--- config.mk ---
export PLATFORM = sky130hd
export DESIGN_NAME = ecs_serializer_top
export DESIGN_NICKNAME = d
export VERILOG_FILES = /design/src/ecs_pkg.sv /design/src/ecs_lane_if.sv /design/src/ecs_lane_shifter.sv /design/src/ecs_serializer_top.sv /design/src/ecs_word_fifo.sv
export SDC_FILE = /design/constraint.sdc
export NUM_CORES = 2
export LEC_CHECK = 0
export BUFFER_PORTS_ARGS = -buffer_cell sky130_fd_sc_hd__buf_2
export CORE_MARGIN = 2
export CORE_UTILIZATION = 40
export DETAILED_ROUTE_END_ITERATION = 6
export SYNTH_ARGS = -nofsm -noshare
export SYNTH_HDL_FRONTEND = slang
export SYNTH_SLANG_ARGS = --single-unit
--- constraint.sdc ---
create_clock -name mclk_i -period 10.1 [get_ports mclk_i]
set_input_delay 1.01 -clock mclk_i [delete_from_list [all_inputs] [get_ports mclk_i]]
set_output_delay 1.01 -clock mclk_i [all_outputs]
set_load 0.02 [all_outputs]
--- src/ecs_pkg.sv ---
package ecs_pkg;
	// ----------------------------------------------------------------
	// geometry
	// ----------------------------------------------------------------
	localparam int CHANNELS = 8;
	localparam int DATA_BITS = 10;
	localparam int FRAME_BITS = 12;
	localparam int WORD_BITS = CHANNELS * DATA_BITS;
	localparam int FIFO_DEPTH = 16;
	localparam int SEL_BITS = 4;

	// ----------------------------------------------------------------
	// framing
	// ----------------------------------------------------------------
	localparam logic START_BIT = 1'b1;
	localparam logic STOP_BIT = 1'b0;
	// six ones go out first, then six zeros
	localparam logic [FRAME_BITS-1:0] ALIGN_FRAME = 12'h03F;
	localparam logic [3:0] LAST_BIT_IDX = 4'hB;
	localparam logic [3:0] BITS_PER_WORD = 4'hC;

	// ----------------------------------------------------------------
	// timing in word clock periods
	// ----------------------------------------------------------------
	localparam int ALIGN_HOLD_WORDS = 4;
	localparam int PLL_LOCK_WORDS = 510;
	localparam int CHAN_WAKE_WORDS = 60;
	localparam logic [2:0] ALIGN_HOLD = 3'(ALIGN_HOLD_WORDS);
	localparam logic [9:0] PLL_LOCK = 10'(PLL_LOCK_WORDS);
	localparam logic [6:0] CHAN_WAKE = 7'(CHAN_WAKE_WORDS);

	// ----------------------------------------------------------------
	// word clock period measurement, in system clock cycles
	// ----------------------------------------------------------------
	localparam int PERIOD_W = 8;
	localparam logic [PERIOD_W-1:0] PERIOD_DEFAULT = 8'h10;
	localparam logic [PERIOD_W-1:0] PERIOD_MAX = 8'hFF;

	// ----------------------------------------------------------------
	// self-test
	// ----------------------------------------------------------------
	localparam logic [SEL_BITS-1:0] SEL_ALL = 4'h8;
	localparam int PRBS_W = 15;
	localparam logic [PRBS_W-1:0] PRBS_SEED = 15'h7FFF;
endpackage : ecs_pkg

--- src/ecs_lane_if.sv ---
`timescale 1ns/1ps
`default_nettype none
interface ecs_lane_if;
	logic [ecs_pkg::CHANNELS-1:0][ecs_pkg::FRAME_BITS-1:0] frames;
	logic load;
	logic tick;
	logic [ecs_pkg::CHANNELS-1:0] bits;

	modport ctrl (output frames, output load, output tick, input bits);
	modport lane (input frames, input load, input tick, output bits);
endinterface : ecs_lane_if
`default_nettype wire

--- src/ecs_lane_shifter.sv ---
`timescale 1ns/1ps
`default_nettype none
module ecs_lane_shifter (
	input wire logic clk_i,
	input wire logic reset_i,
	ecs_lane_if.lane lane
);
	logic [ecs_pkg::CHANNELS-1:0][ecs_pkg::FRAME_BITS-1:0] shift_ff;

	// load wins over shift; bit 0 (start) is on the line first
	always_ff @(posedge clk_i) begin
		if (reset_i) begin
			shift_ff <= '0;
		end else if (lane.load) begin
			shift_ff <= lane.frames;
		end else if (lane.tick) begin
			for (int c = 0; c < ecs_pkg::CHANNELS; c++) begin
				shift_ff[c] <= {1'b0, shift_ff[c][ecs_pkg::FRAME_BITS-1:1]};
			end
		end
	end

	always_comb begin
		for (int c = 0; c < ecs_pkg::CHANNELS; c++) begin
			lane.bits[c] = shift_ff[c][0];
		end
	end
endmodule : ecs_lane_shifter
`default_nettype wire

--- src/ecs_serializer_top.sv ---
// Notes on behaviour
// - all channels capture their 10-bit word on each shared word clock rise
// - each channel sends its own independent framed serial stream
// - each word framed by start bit one and stop bit zero
// - twelve serial bits go out per word clock period
// - alignment pattern is six ones then six zeros per word
// - request high for 4 word clocks replaces data by alignment patterns
// - request low ends alignment patterns and resumes framed data
// - data sent only with drive enabled, both sleeps high, request low or high under 4 word clocks
// - drive enable low puts all eight outputs at high impedance
// - drive enable back high resumes previous state unchanged
// - after power-on outputs stay off until the PLL lock wait and then the channel wake wait end
// - global sleep low stops PLL and turns every output off
// - leaving global sleep restarts initialization; source waits before data
// - channel sleep low disables only that channel
// - self-test channel sends pseudo-random payload instead of input data
// - select 0 to 7 with activate high tests that one channel
// - select 8 with activate high tests all channels
// - select 9 to 15 performs no self-test
// - activate low means no self-test at all
`timescale 1ns/1ps
`default_nettype none
module ecs_serializer_top (
	input wire logic mclk_i,
	input wire logic reset_i,
	input wire logic parallel_word_clock_i,
	input wire logic [ecs_pkg::WORD_BITS-1:0] channel_data_in_i,
	input wire logic [ecs_pkg::CHANNELS-1:0] channel_align_request_i,
	input wire logic output_drive_enable_i,
	input wire logic global_sleep_n_i,
	input wire logic [ecs_pkg::CHANNELS-1:0] channel_sleep_n_i,
	input wire logic selftest_activate_i,
	input wire logic [ecs_pkg::SEL_BITS-1:0] selftest_channel_select_i,
	output logic [ecs_pkg::CHANNELS-1:0] serial_out_pair_p_o,
	output logic [ecs_pkg::CHANNELS-1:0] serial_out_pair_n_o,
	output logic [ecs_pkg::CHANNELS-1:0] serial_out_pair_oe_n_o,
	output logic word_accept_o,
	output logic link_ready_o,
	output logic [ecs_pkg::CHANNELS-1:0] channel_ready_o
);
	localparam int SYNC_W = 1 + ecs_pkg::WORD_BITS + 2 * ecs_pkg::CHANNELS + 3
		+ ecs_pkg::SEL_BITS;

	// ----------------------------------------------------------------
	// functions
	// ----------------------------------------------------------------
	function automatic logic [ecs_pkg::CHANNELS-1:0] selftest_mask(
		input logic act,
		input logic [ecs_pkg::SEL_BITS-1:0] sel
	);
		logic [ecs_pkg::CHANNELS-1:0] m;
		m = '0;
		if (!act) begin
			m = '0;
		end else if (sel < ecs_pkg::SEL_ALL) begin
			m[sel[2:0]] = 1'b1;
		end else if (sel == ecs_pkg::SEL_ALL) begin
			m = '1;
		end else begin
			m = '0;
		end
		return m;
	endfunction : selftest_mask

	function automatic logic [ecs_pkg::FRAME_BITS-1:0] framed(
		input logic [ecs_pkg::DATA_BITS-1:0] d
	);
		return {ecs_pkg::STOP_BIT, d, ecs_pkg::START_BIT};
	endfunction : framed

	function automatic logic [ecs_pkg::PRBS_W-1:0] prbs_advance(
		input logic [ecs_pkg::PRBS_W-1:0] s
	);
		logic [ecs_pkg::PRBS_W-1:0] r;
		r = s;
		for (int i = 0; i < ecs_pkg::DATA_BITS; i++) begin
			r = {r[ecs_pkg::PRBS_W-2:0], r[ecs_pkg::PRBS_W-1] ^ r[ecs_pkg::PRBS_W-2]};
		end
		return r;
	endfunction : prbs_advance

	// ----------------------------------------------------------------
	// input synchronisers
	// ----------------------------------------------------------------
	logic [SYNC_W-1:0] in_meta_ff;
	logic [SYNC_W-1:0] in_sync_ff;

	always_ff @(posedge mclk_i) begin
		if (reset_i) begin
			in_meta_ff <= '0;
			in_sync_ff <= '0;
		end else begin
			in_meta_ff <= {parallel_word_clock_i, channel_data_in_i, channel_align_request_i,
				channel_sleep_n_i, output_drive_enable_i, global_sleep_n_i,
				selftest_activate_i, selftest_channel_select_i};
			in_sync_ff <= in_meta_ff;
		end
	end

	logic wclk_s;
	logic [ecs_pkg::WORD_BITS-1:0] data_s;
	logic [ecs_pkg::CHANNELS-1:0] align_req_s;
	logic [ecs_pkg::CHANNELS-1:0] chan_sleep_n_s;
	logic drive_en_s;
	logic global_sleep_n_s;
	logic st_act_s;
	logic [ecs_pkg::SEL_BITS-1:0] st_sel_s;

	assign {wclk_s, data_s, align_req_s, chan_sleep_n_s, drive_en_s, global_sleep_n_s,
		st_act_s, st_sel_s} = in_sync_ff;

	// ----------------------------------------------------------------
	// word clock edge and period
	// ----------------------------------------------------------------
	logic wclk_prev_ff;
	logic word_edge;
	logic [ecs_pkg::PERIOD_W-1:0] period_cnt_ff;
	logic [ecs_pkg::PERIOD_W-1:0] period_ff;

	assign word_edge = wclk_s && !wclk_prev_ff;

	always_ff @(posedge mclk_i) begin
		if (reset_i) begin
			wclk_prev_ff <= 1'b0;
		end else begin
			wclk_prev_ff <= wclk_s;
		end
	end

	always_ff @(posedge mclk_i) begin
		if (reset_i) begin
			period_cnt_ff <= '0;
			period_ff <= ecs_pkg::PERIOD_DEFAULT;
		end else if (word_edge) begin
			period_cnt_ff <= '0;
			period_ff <= period_cnt_ff + 1'b1;
		end else if (period_cnt_ff != ecs_pkg::PERIOD_MAX) begin
			period_cnt_ff <= period_cnt_ff + 1'b1;
		end
	end

	// ----------------------------------------------------------------
	// word capture into the buffer
	// ----------------------------------------------------------------
	logic [ecs_pkg::WORD_BITS-1:0] captured_ff;
	logic push_ff;
	logic fifo_in_ready;
	logic fifo_out_valid;
	logic [ecs_pkg::WORD_BITS-1:0] fifo_out_data;

	always_ff @(posedge mclk_i) begin
		if (reset_i) begin
			captured_ff <= '0;
			push_ff <= 1'b0;
		end else begin
			push_ff <= word_edge;
			if (word_edge) begin
				captured_ff <= data_s;
			end
		end
	end

	ecs_word_fifo #(
		.WIDTH(ecs_pkg::WORD_BITS),
		.DEPTH(ecs_pkg::FIFO_DEPTH)
	) u_fifo (
		.clk_i(mclk_i),
		.reset_i(reset_i),
		.in_valid_i(push_ff),
		.in_ready_o(fifo_in_ready),
		.in_data_i(captured_ff),
		.out_valid_o(fifo_out_valid),
		.out_ready_i(word_edge),
		.out_data_o(fifo_out_data)
	);

	always_ff @(posedge mclk_i) begin
		if (reset_i) begin
			word_accept_o <= 1'b0;
		end else begin
			word_accept_o <= fifo_in_ready;
		end
	end

	// ----------------------------------------------------------------
	// initialization (PLL lock wait)
	// ----------------------------------------------------------------
	logic [9:0] lock_cnt_ff;

	always_ff @(posedge mclk_i) begin
		if (reset_i || !global_sleep_n_s) begin
			lock_cnt_ff <= '0;
			link_ready_o <= 1'b0;
		end else if (word_edge) begin
			if (lock_cnt_ff != ecs_pkg::PLL_LOCK) begin
				lock_cnt_ff <= lock_cnt_ff + 1'b1;
			end else begin
				link_ready_o <= 1'b1;
			end
		end
	end

	// ----------------------------------------------------------------
	// per-channel wake and alignment request
	// ----------------------------------------------------------------
	logic [ecs_pkg::CHANNELS-1:0][6:0] wake_cnt_ff;
	logic [ecs_pkg::CHANNELS-1:0][2:0] align_cnt_ff;
	logic [ecs_pkg::CHANNELS-1:0] align_active;

	always_ff @(posedge mclk_i) begin
		for (int c = 0; c < ecs_pkg::CHANNELS; c++) begin
			if (reset_i || !chan_sleep_n_s[c] || !link_ready_o || !global_sleep_n_s) begin
				wake_cnt_ff[c] <= '0;
				channel_ready_o[c] <= 1'b0;
			end else if (word_edge) begin
				if (wake_cnt_ff[c] != ecs_pkg::CHAN_WAKE) begin
					wake_cnt_ff[c] <= wake_cnt_ff[c] + 1'b1;
				end else begin
					channel_ready_o[c] <= 1'b1;
				end
			end
		end
	end

	always_ff @(posedge mclk_i) begin
		for (int c = 0; c < ecs_pkg::CHANNELS; c++) begin
			if (reset_i || !align_req_s[c]) begin
				align_cnt_ff[c] <= '0;
			end else if (word_edge && align_cnt_ff[c] != ecs_pkg::ALIGN_HOLD) begin
				align_cnt_ff[c] <= align_cnt_ff[c] + 1'b1;
			end
		end
	end

	always_comb begin
		for (int c = 0; c < ecs_pkg::CHANNELS; c++) begin
			align_active[c] = (align_cnt_ff[c] == ecs_pkg::ALIGN_HOLD);
		end
	end

	// ----------------------------------------------------------------
	// self-test pattern source
	// ----------------------------------------------------------------
	logic [ecs_pkg::PRBS_W-1:0] prbs_ff;
	logic [ecs_pkg::CHANNELS-1:0] st_mask;

	assign st_mask = selftest_mask(st_act_s, st_sel_s);

	always_ff @(posedge mclk_i) begin
		if (reset_i) begin
			prbs_ff <= ecs_pkg::PRBS_SEED;
		end else if (word_edge) begin
			prbs_ff <= prbs_advance(prbs_ff);
		end
	end

	// ----------------------------------------------------------------
	// frame selection per channel
	// ----------------------------------------------------------------
	ecs_lane_if lane_bus ();
	logic [ecs_pkg::CHANNELS-1:0][ecs_pkg::FRAME_BITS-1:0] nxt_frames;

	// alignment beats self-test, self-test beats data
	always_comb begin
		for (int c = 0; c < ecs_pkg::CHANNELS; c++) begin
			if (align_active[c]) begin
				nxt_frames[c] = ecs_pkg::ALIGN_FRAME;
			end else if (st_mask[c]) begin
				nxt_frames[c] = framed(prbs_ff[ecs_pkg::DATA_BITS-1:0]);
			end else if (fifo_out_valid) begin
				nxt_frames[c] = framed(fifo_out_data[c*ecs_pkg::DATA_BITS +: ecs_pkg::DATA_BITS]);
			end else begin
				nxt_frames[c] = ecs_pkg::ALIGN_FRAME;
			end
		end
	end

	assign lane_bus.frames = nxt_frames;
	assign lane_bus.load = word_edge;

	// ----------------------------------------------------------------
	// bit rate: eleven evenly spread ticks per measured word period
	// ----------------------------------------------------------------
	logic [ecs_pkg::PERIOD_W:0] acc_ff;
	logic [3:0] bit_idx_ff;
	logic tick_ff;
	logic [ecs_pkg::PERIOD_W:0] nxt_acc;

	assign nxt_acc = acc_ff + {5'h00, ecs_pkg::BITS_PER_WORD};

	always_ff @(posedge mclk_i) begin
		if (reset_i) begin
			acc_ff <= '0;
			bit_idx_ff <= '0;
			tick_ff <= 1'b0;
		end else if (word_edge) begin
			// half a period head start, so the stop bit goes out before the next load
			acc_ff <= {2'b00, period_ff[ecs_pkg::PERIOD_W-1:1]};
			bit_idx_ff <= '0;
			tick_ff <= 1'b0;
		end else if (bit_idx_ff == ecs_pkg::LAST_BIT_IDX) begin
			tick_ff <= 1'b0;
		end else if (nxt_acc >= {1'b0, period_ff}) begin
			acc_ff <= nxt_acc - {1'b0, period_ff};
			bit_idx_ff <= bit_idx_ff + 1'b1;
			tick_ff <= 1'b1;
		end else begin
			acc_ff <= nxt_acc;
			tick_ff <= 1'b0;
		end
	end

	assign lane_bus.tick = tick_ff;

	ecs_lane_shifter u_shift (
		.clk_i(mclk_i),
		.reset_i(reset_i),
		.lane(lane_bus.lane)
	);

	// ----------------------------------------------------------------
	// output pins
	// ----------------------------------------------------------------
	always_ff @(posedge mclk_i) begin
		if (reset_i) begin
			serial_out_pair_p_o <= '0;
			serial_out_pair_n_o <= '1;
			serial_out_pair_oe_n_o <= '1;
		end else begin
			serial_out_pair_p_o <= lane_bus.bits;
			serial_out_pair_n_o <= ~lane_bus.bits;
			for (int c = 0; c < ecs_pkg::CHANNELS; c++) begin
				// drive enable gates only the pins, state runs on
				serial_out_pair_oe_n_o[c] <= !(drive_en_s && global_sleep_n_s
					&& chan_sleep_n_s[c] && channel_ready_o[c]);
			end
		end
	end
endmodule : ecs_serializer_top
`default_nettype wire

--- src/ecs_word_fifo.sv ---
`timescale 1ns/1ps
`default_nettype none
module ecs_word_fifo #(
	parameter int WIDTH = 80,
	parameter int DEPTH = 16
) (
	input wire logic clk_i,
	input wire logic reset_i,
	input wire logic in_valid_i,
	output logic in_ready_o,
	input wire logic [WIDTH-1:0] in_data_i,
	output logic out_valid_o,
	input wire logic out_ready_i,
	output logic [WIDTH-1:0] out_data_o
);
	localparam int AW = $clog2(DEPTH);

	logic [WIDTH-1:0] mem [DEPTH];
	logic [AW:0] wr_ptr_ff;
	logic [AW:0] rd_ptr_ff;
	logic full;
	logic empty;
	logic do_wr;
	logic do_rd;

	assign full = (wr_ptr_ff[AW] != rd_ptr_ff[AW]) && (wr_ptr_ff[AW-1:0] == rd_ptr_ff[AW-1:0]);
	assign empty = (wr_ptr_ff == rd_ptr_ff);
	assign in_ready_o = !full;
	assign out_valid_o = !empty;
	assign out_data_o = mem[rd_ptr_ff[AW-1:0]];
	assign do_wr = in_valid_i && !full;
	assign do_rd = out_ready_i && !empty;

	always_ff @(posedge clk_i) begin
		if (do_wr) begin
			mem[wr_ptr_ff[AW-1:0]] <= in_data_i;
		end
	end

	always_ff @(posedge clk_i) begin
		if (reset_i) begin
			wr_ptr_ff <= '0;
			rd_ptr_ff <= '0;
		end else begin
			if (do_wr) begin
				wr_ptr_ff <= wr_ptr_ff + 1'b1;
			end
			if (do_rd) begin
				rd_ptr_ff <= rd_ptr_ff + 1'b1;
			end
		end
	end
endmodule : ecs_word_fifo
`default_nettype wire
### Word level (Yosys, flattened, before mapping)

Memories as Yosys holds them, arrays and structs flattened. A register that Yosys moved wholly into a read port is not among the register bits.
Cells that the tools add are included.

* add/subtract/negate cells: 23
* order comparisons: 4
* equality and inequality tests: 32
* multiplexer cells: 39
* bitwise operators: 21
* reductions and logical operators: 114

Operators with widths (count)
* $mux 11: 24
* $mux 96: 2
* $add 7x1->7 const B: 8
* $ne 7x6->1 const B: 8
* $reduce_and 2->1: 19
* $logic_or 1x1->1: 33
* $logic_and 1x1->1: 30
* $logic_not 1->1: 29
* $add 3x1->3 const B: 8
* $eq 3x3->1 const B: 8
* $mux 8: 3
* $ne 3x3->1 const B: 8
* $mux 7: 2
* $add 10x1->10 const B: 1
* $add 5x1->5 const B: 2
* $ne 10x9->1 const B: 1
* $not 1->1: 10
* $xor 1x1->1: 10
* $add 9x4->9 const B: 1
* $ge 9x8->1: 1
* $mux 9: 1
* $sub 9x8->9: 1
* $add 8x1->8 const B: 1
* $eq 4x4->1 const B: 2
* other kinds (16): 20

* register bits: 565
* RAM bits: 1280
* input bits: 106
* output and inout port bits: 34
* logic and storage cells: 286
* memories kept: 1

Memories
* u_fifo.mem: depth 16, width 80, rd ports 1, clocked after memory_dff 1, write ports 1, RTL line ecs_word_fifo.sv:18 `logic [WIDTH-1:0] mem [DEPTH];`

### Longest topological paths before layout

* depth in word-level cells: 9
* depth in mapped cells: 11
* gate-level depth less buffers: 11

### Hierarchy

Synthesis repeated with hierarchy kept, for this count alone.

* cells, all modules: 4076
* area total of the unflattened synthesis: 70624.0 um^2

By module, submodules not included
* ecs_word_fifo: times used 1, cells each 1875, area each 48895.6 um^2, sequential area each 38717.1 um^2
* ecs_serializer_top: times used 1, cells each 1766, area each 17013.8 um^2, sequential area each 9188.8 um^2
* ecs_lane_shifter: times used 1, cells each 435, area each 4714.5 um^2, sequential area each 1921.8 um^2

### Least setup slack after synthesis

Ideal clock, no wire load.

* path type: reg-to-reg
* start point: register u_fifo.wr_ptr_ff[2]
* end point: memory u_fifo.mem[3][0], enable pin
* setup time: 0.617 ns
* arrival time: 6.638 ns
* data required time: 9.483 ns
* setup slack: 2.845 ns
* stages on the path, launching flop included: 7
* path buffers: 1
* clock period less this slack: 7.255 ns
* path through: dfxtp_1 buf_2 xor2_1 nor4_2 a21boi_2 nand2_1 nor3_1

* cells in the longest elaborated chain, start to end: 6

RTL lines
* start, declared: RTL line ecs_word_fifo.sv:19 `logic [AW:0] wr_ptr_ff;`
* start signal, assigned: RTL line ecs_word_fifo.sv:46 `wr_ptr_ff <= wr_ptr_ff + 1'b1;`
* $eq 4x4->1: RTL line ecs_word_fifo.sv:26 `assign full = (wr_ptr_ff[AW] != rd_ptr_ff[AW]) && (wr_ptr_ff[AW-1:0] == rd_ptr_ff[AW-1:0]);`
* $logic_and 1x1->1: RTL line ecs_word_fifo.sv:26
* $logic_not 1->1: RTL line ecs_word_fifo.sv:31 `assign do_wr = in_valid_i && !full;`
* $logic_and 1x1->1: RTL line ecs_word_fifo.sv:31
* $mux 1: RTL line ecs_word_fifo.sv:35 `if (do_wr) begin`
* $mux 1 (implied by the code): RTL line ecs_word_fifo.sv:36 `mem[wr_ptr_ff[AW-1:0]] <= in_data_i;`
* end, declared: RTL line ecs_word_fifo.sv:18

Parallel ways exist; a longest one is shown, timed or not.

### Worst setup path after layout

* start point: register u_fifo.wr_ptr_ff[2]
* end point: memory u_fifo.mem[15][63], enable pin

Same word-level chain as after synthesis.

==> results.txt <==
----------------------------------------------------
[Status]
  Outcome ... finished, final reports clean

[Power and ir drop]
  Total Power Consumption ... 0.0157 W
  Fraction of power consumed by combinational cells ... 4.8%
  Clk pwr share ... 42.9%
  Leak Pwr ... 25.1 nW
  Cell-internal power ... 0.0123 W
  Switching power of the nets ... 0.00342 W
  Switching Share ... 21.8%
  Peak supply drop ... 0.158 mV
  Power per unit of standard cell area ... 201 nW/µm²
  Share of power burned in registers ... 52.3%

[Routing]
  Number of violations reported at the end of detailed-routing iteration 0 ... 3877
  Average wire per standard cell ... 24.7 µm
  Number of detailed-route iterations in the first pass ... 6
  DRT antenna net count ... 0
  # DRC ... 0
  Via count ... 36600
  Ratio of routed vias to standard cells ... 5.50
  Final wirelength ... 164 mm

[STA]
  Pin slew with the least headroom to its limit ... 1.37 ns
  Fin. max-slew vios ... 0
  Unrepaired setup endpoints after global routing ... no
  Total Neg Setup Slack ... 0 ns
  Worst rel slew slack ... 8.56%
  Setup-failing EPs final ... 0
  Worst clock skew ... 0.0384 ns
  Portion of the clock cycle consumed by the worst path in the final layout ... 40.8%
  Post-Route Hold Slack ... 0.397 ns
  Max Clock Freq ... 0.243 GHz
  Number of endpoints with negative hold slack in the final report ... 0
  Shortest period the worst path allows ... 4.12 ns

[Synthesis]
  Number of flops mapped to enable cells by yosys ... 1280
  Count of distinct cell types in the synthesized netlist ... 57
  Nets in the synthesized netlist ... 4255
  Flops & latches, synth ... 1841
  Netlist area before placement ... 68700 µm²
  Top-count cell post-synth ... sky130_fd_sc_hd__edfxtp_1
  Syn Inst Count ... 4098
  Fraction of synthesized cell area taken by the top area cell type ... 55.9%
  Proportion of synthesized flip-flops having asynchronous set or reset ... 0%
  Top post-synthesis cells by count ... sky130_fd_sc_hd__edfxtp_1 (1280), sky130_fd_sc_hd__dfxtp_1 (561), sky130_fd_sc_hd__mux4_2 (368)
  Cell type contributing the most total cell area after synthesis ... sky130_fd_sc_hd__edfxtp_1
  Synth area leaders ... sky130_fd_sc_hd__edfxtp_1 (56%), sky130_fd_sc_hd__dfxtp_1 (16%), sky130_fd_sc_hd__mux4_2 (12%)
  Sequential share of the synthesized area ... 72.3%
  Syn Area/Cell ... 16.8 µm²
  Top flip-flop cell by instance count after synthesis ... sky130_fd_sc_hd__edfxtp_1
  Number of warning messages in the yosys log ... 0

[Layout]
  Number of fillers in the final layout ... 14700
  Layout cells sized above 1 ... 19.7%
  Footprint of the multi-input gates ... 18000 µm²
  FF+latch area ... 49700 µm²
  Syn-to-layout area delta ... 13.5%
  Layout net count ... 4411

[Min path]
  Launch instance of the worst min-delay path ... channel_data_in_i[15]
  Kind of path behind the tightest hold check ... in -> reg

[Worst setup path]
  Most frequent cell on the critical path ... sky130_fd_sc_hd__buf_4
  CP Launch Point ... u_fifo.wr_ptr_ff[2]$_SDFFE_PP0P_
  Classification of the worst setup path ... reg -> reg
  Worst path max stage delay ... 0.76 ns
  Reg-to-Reg Start ... u_fifo.wr_ptr_ff[2]$_SDFFE_PP0P_
  Cell with the largest stage delay on the worst path ... sky130_fd_sc_hd__buf_4
  Capturing element type of the critical path ... flop
  Critical path arrival ... 4.55 ns
  Worst Path Required ... 10.53 ns
  Startpoint Class ... flop
  List of cells traversed by the critical path ... xor2_1 > nor4_2 > a21boi_2 > nand2_1 > nor2_4 > buf_4 > buf_4
  Crit-path max FO ... 38

[Floorplan]
  Die W ... 419 µm
  Die Span Y ... 419 µm
  Die Footprint ... 175000 µm²
  Core Footprint ... 171000 µm²
  Number of top-level design ports ... 140
  Rows ... 152
  Initial cell density of the core ... 40.2%

[Clocking]
  Clock net sink count ... 1841
  Clock latency of the later-clocked register in the worst-skew pair ... 0.83 ns
  Root cell of the clock tree ... sky130_fd_sc_hd__clkbuf_16
  H-tree level count ... 4
  Num CTS Buffers ... 179
  Clock-pin slew on the worst setup and hold paths ... 0.06 ns
  Clock tree from TritonCTS ... built
  Count of instances resized after the clock tree is built ... 0
  Number of buffers on the longest clock path ... 3
  Post-CTS setup buffer count ... 0
  Number of hold buffers added after cts ... 0

[Job]
  MaxCap Viol Count ... 0

[GRT]
  Initial antenna violation count ... 3
  Total track usage ... 18.8%
  Via count of the first global-routing pass ... 36300
  Wire length of the first global-routing pass ... 243 mm
  Overflow after GRT ... 0
  Maximum number of pins on one net before global-route repair ... 138

[Placement]
  Number of buffer cells added on primary ports ... 139
  Final RePlAce weighted congestion ... 0.772
  DP Wirelength ... 85.5 mm

----------------------------------------------------
stage by stage:
stage / setup WS [ns] / std cells / area (µm²) / util (%)
2_1_floorplan: 2.85 / 4098 / 68700 / -
3_3_place_gp: 5.97 / 6306 / 72000 / 42.1
3_5_place_dp: 6.00 / 6306 / 72000 / 42.1
4_1_cts: 5.99 / 6645 / 78000 / 45.6
5_1_grt: 5.75 / 6646 / 78000 / 45.6
6_report: 5.98 / 6648 / 78000 / 45.6
path summary, 6_finish.rpt:
kind / to / slack [ns] / cells after the start
worst max-delay path: u_fifo.mem[15][63]$_DFFE_PP_ / 5.98 / 7
worst min-delay path: in_meta_ff[38]$_SDFF_PP0_ / 0.40 / 2
worst max register to register: u_fifo.mem[15][63]$_DFFE_PP_ / 5.98 / 7
worst min register to register: serial_out_pair_oe_n_o[4]$_SDFF_PP1_ / 0.40 / 1
metal layers:
metal	up-vias	track usage, %	part of all wire [%]	routed length [µm]
met1	19100	27.1	45	73200
met2	1263	29.5	47	76700
met4	0	5.06	2.1	3380
met5	-	0	0	0
li1	16000	-	-	-
met3	233	3.01	6.8	11200
state kept, by name, summed over array words and instances, names as in the netlist, 4 cells and up, named ones only:
name,flops
bit_idx_ff,4
in_meta_ff,104
serial_out_pair_p_o,8
acc_ff,9
serial_out_pair_oe_n_o,8
align_cnt_ff,24
lock_cnt_ff,10
u_fifo.wr_ptr_ff,5
u_fifo.mem,1280
period_cnt_ff,8
wake_cnt_ff,56
u_shift.shift_ff,80
period_ff,8
u_shift.lane.bits,8
channel_ready_o,8
captured_ff,80
prbs_ff,15
serial_out_pair_n_o,8
u_fifo.rd_ptr_ff,5
in_sync_ff,104
power groups by stage:
stage	combinational [W]	sequential, W	clock (W)
after floorplan	0.000551	0.00833	0
after global placement	0.000741	0.00837	0
after detailed placement	0.000748	0.00837	0
after CTS	0.000754	0.00821	0.00684
after global routing	0.000826	0.00822	0.00715
final	0.000754	0.00821	0.00672
cell usage in the layout (no fill, tap or decap), types with 20 or more instances in the layout:
cell type / Yosys / routed
sky130_fd_sc_hd__xnor2_1: 50 / 50
sky130_fd_sc_hd__clkbuf_8: 0 / 30
sky130_fd_sc_hd__nand2_1: 311 / 311
sky130_fd_sc_hd__o21ai_0: 44 / 44
sky130_fd_sc_hd__a222oi_1: 33 / 33
sky130_fd_sc_hd__clkbuf_1: 152 / 50
sky130_fd_sc_hd__clkinv_2: 0 / 27
sky130_fd_sc_hd__clkinv_1: 0 / 25
sky130_fd_sc_hd__buf_2: 47 / 138
sky130_fd_sc_hd__o221ai_1: 40 / 40
sky130_fd_sc_hd__nand4_1: 39 / 39
sky130_fd_sc_hd__nor3_1: 46 / 42
sky130_fd_sc_hd__xor2_1: 65 / 65
sky130_fd_sc_hd__clkbuf_16: 0 / 188
sky130_fd_sc_hd__nor2b_1: 241 / 240
sky130_fd_sc_hd__mux4_2: 368 / 368
sky130_fd_sc_hd__nand2b_1: 34 / 32
sky130_fd_sc_hd__edfxtp_1: 1280 / 1280
sky130_fd_sc_hd__a21oi_1: 171 / 171
sky130_fd_sc_hd__and3_1: 20 / 20
sky130_fd_sc_hd__nor2_1: 235 / 221
sky130_fd_sc_hd__mux2i_1: 63 / 63
sky130_fd_sc_hd__nand3_1: 33 / 33
sky130_fd_sc_hd__buf_4: 5 / 46
sky130_fd_sc_hd__ha_1: 50 / 50
sky130_fd_sc_hd__inv_1: 60 / 59
sky130_fd_sc_hd__a211oi_1: 36 / 36
sky130_fd_sc_hd__dfxtp_1: 561 / 556
final cells by class:
class / count / area share [%]
multi-input combinational: 1978 / 23.1
antenna: 3 / 0.00963
clock inverter: 71 / 0.886
timing repair buffer: 194 / 1.58
tap: 2233 / 3.58
sequential: 1841 / 63.7
clock buffer: 268 / 6.80
inverter: 60 / 0.289
critical path, delay by kind of cell (launching register included):
kind	cells	cell delay, ns
buffers and inverters	2	1.35
and+or+nand+nor	3	1.19
DFF	1	0.57
AOI/OAI and AO/OA	1	0.33
xor gates and xnor gates	1	0.22
cell families after synthesis:
logic type               after synthesis  share of synthesized area [%]
flip-flops                          1841                           72.3
AO/OA/AOI/OAI                        375                           3.50
XOR/XNOR                             115                           1.47
AND/OR/NAND/NOR                     1001                           7.09
buffers and inverters                279                           1.69
multiplexers                         436                           13.1
adder cells (fa/ha/maj)               51                          0.939
(Power assumes the default switching activity.)
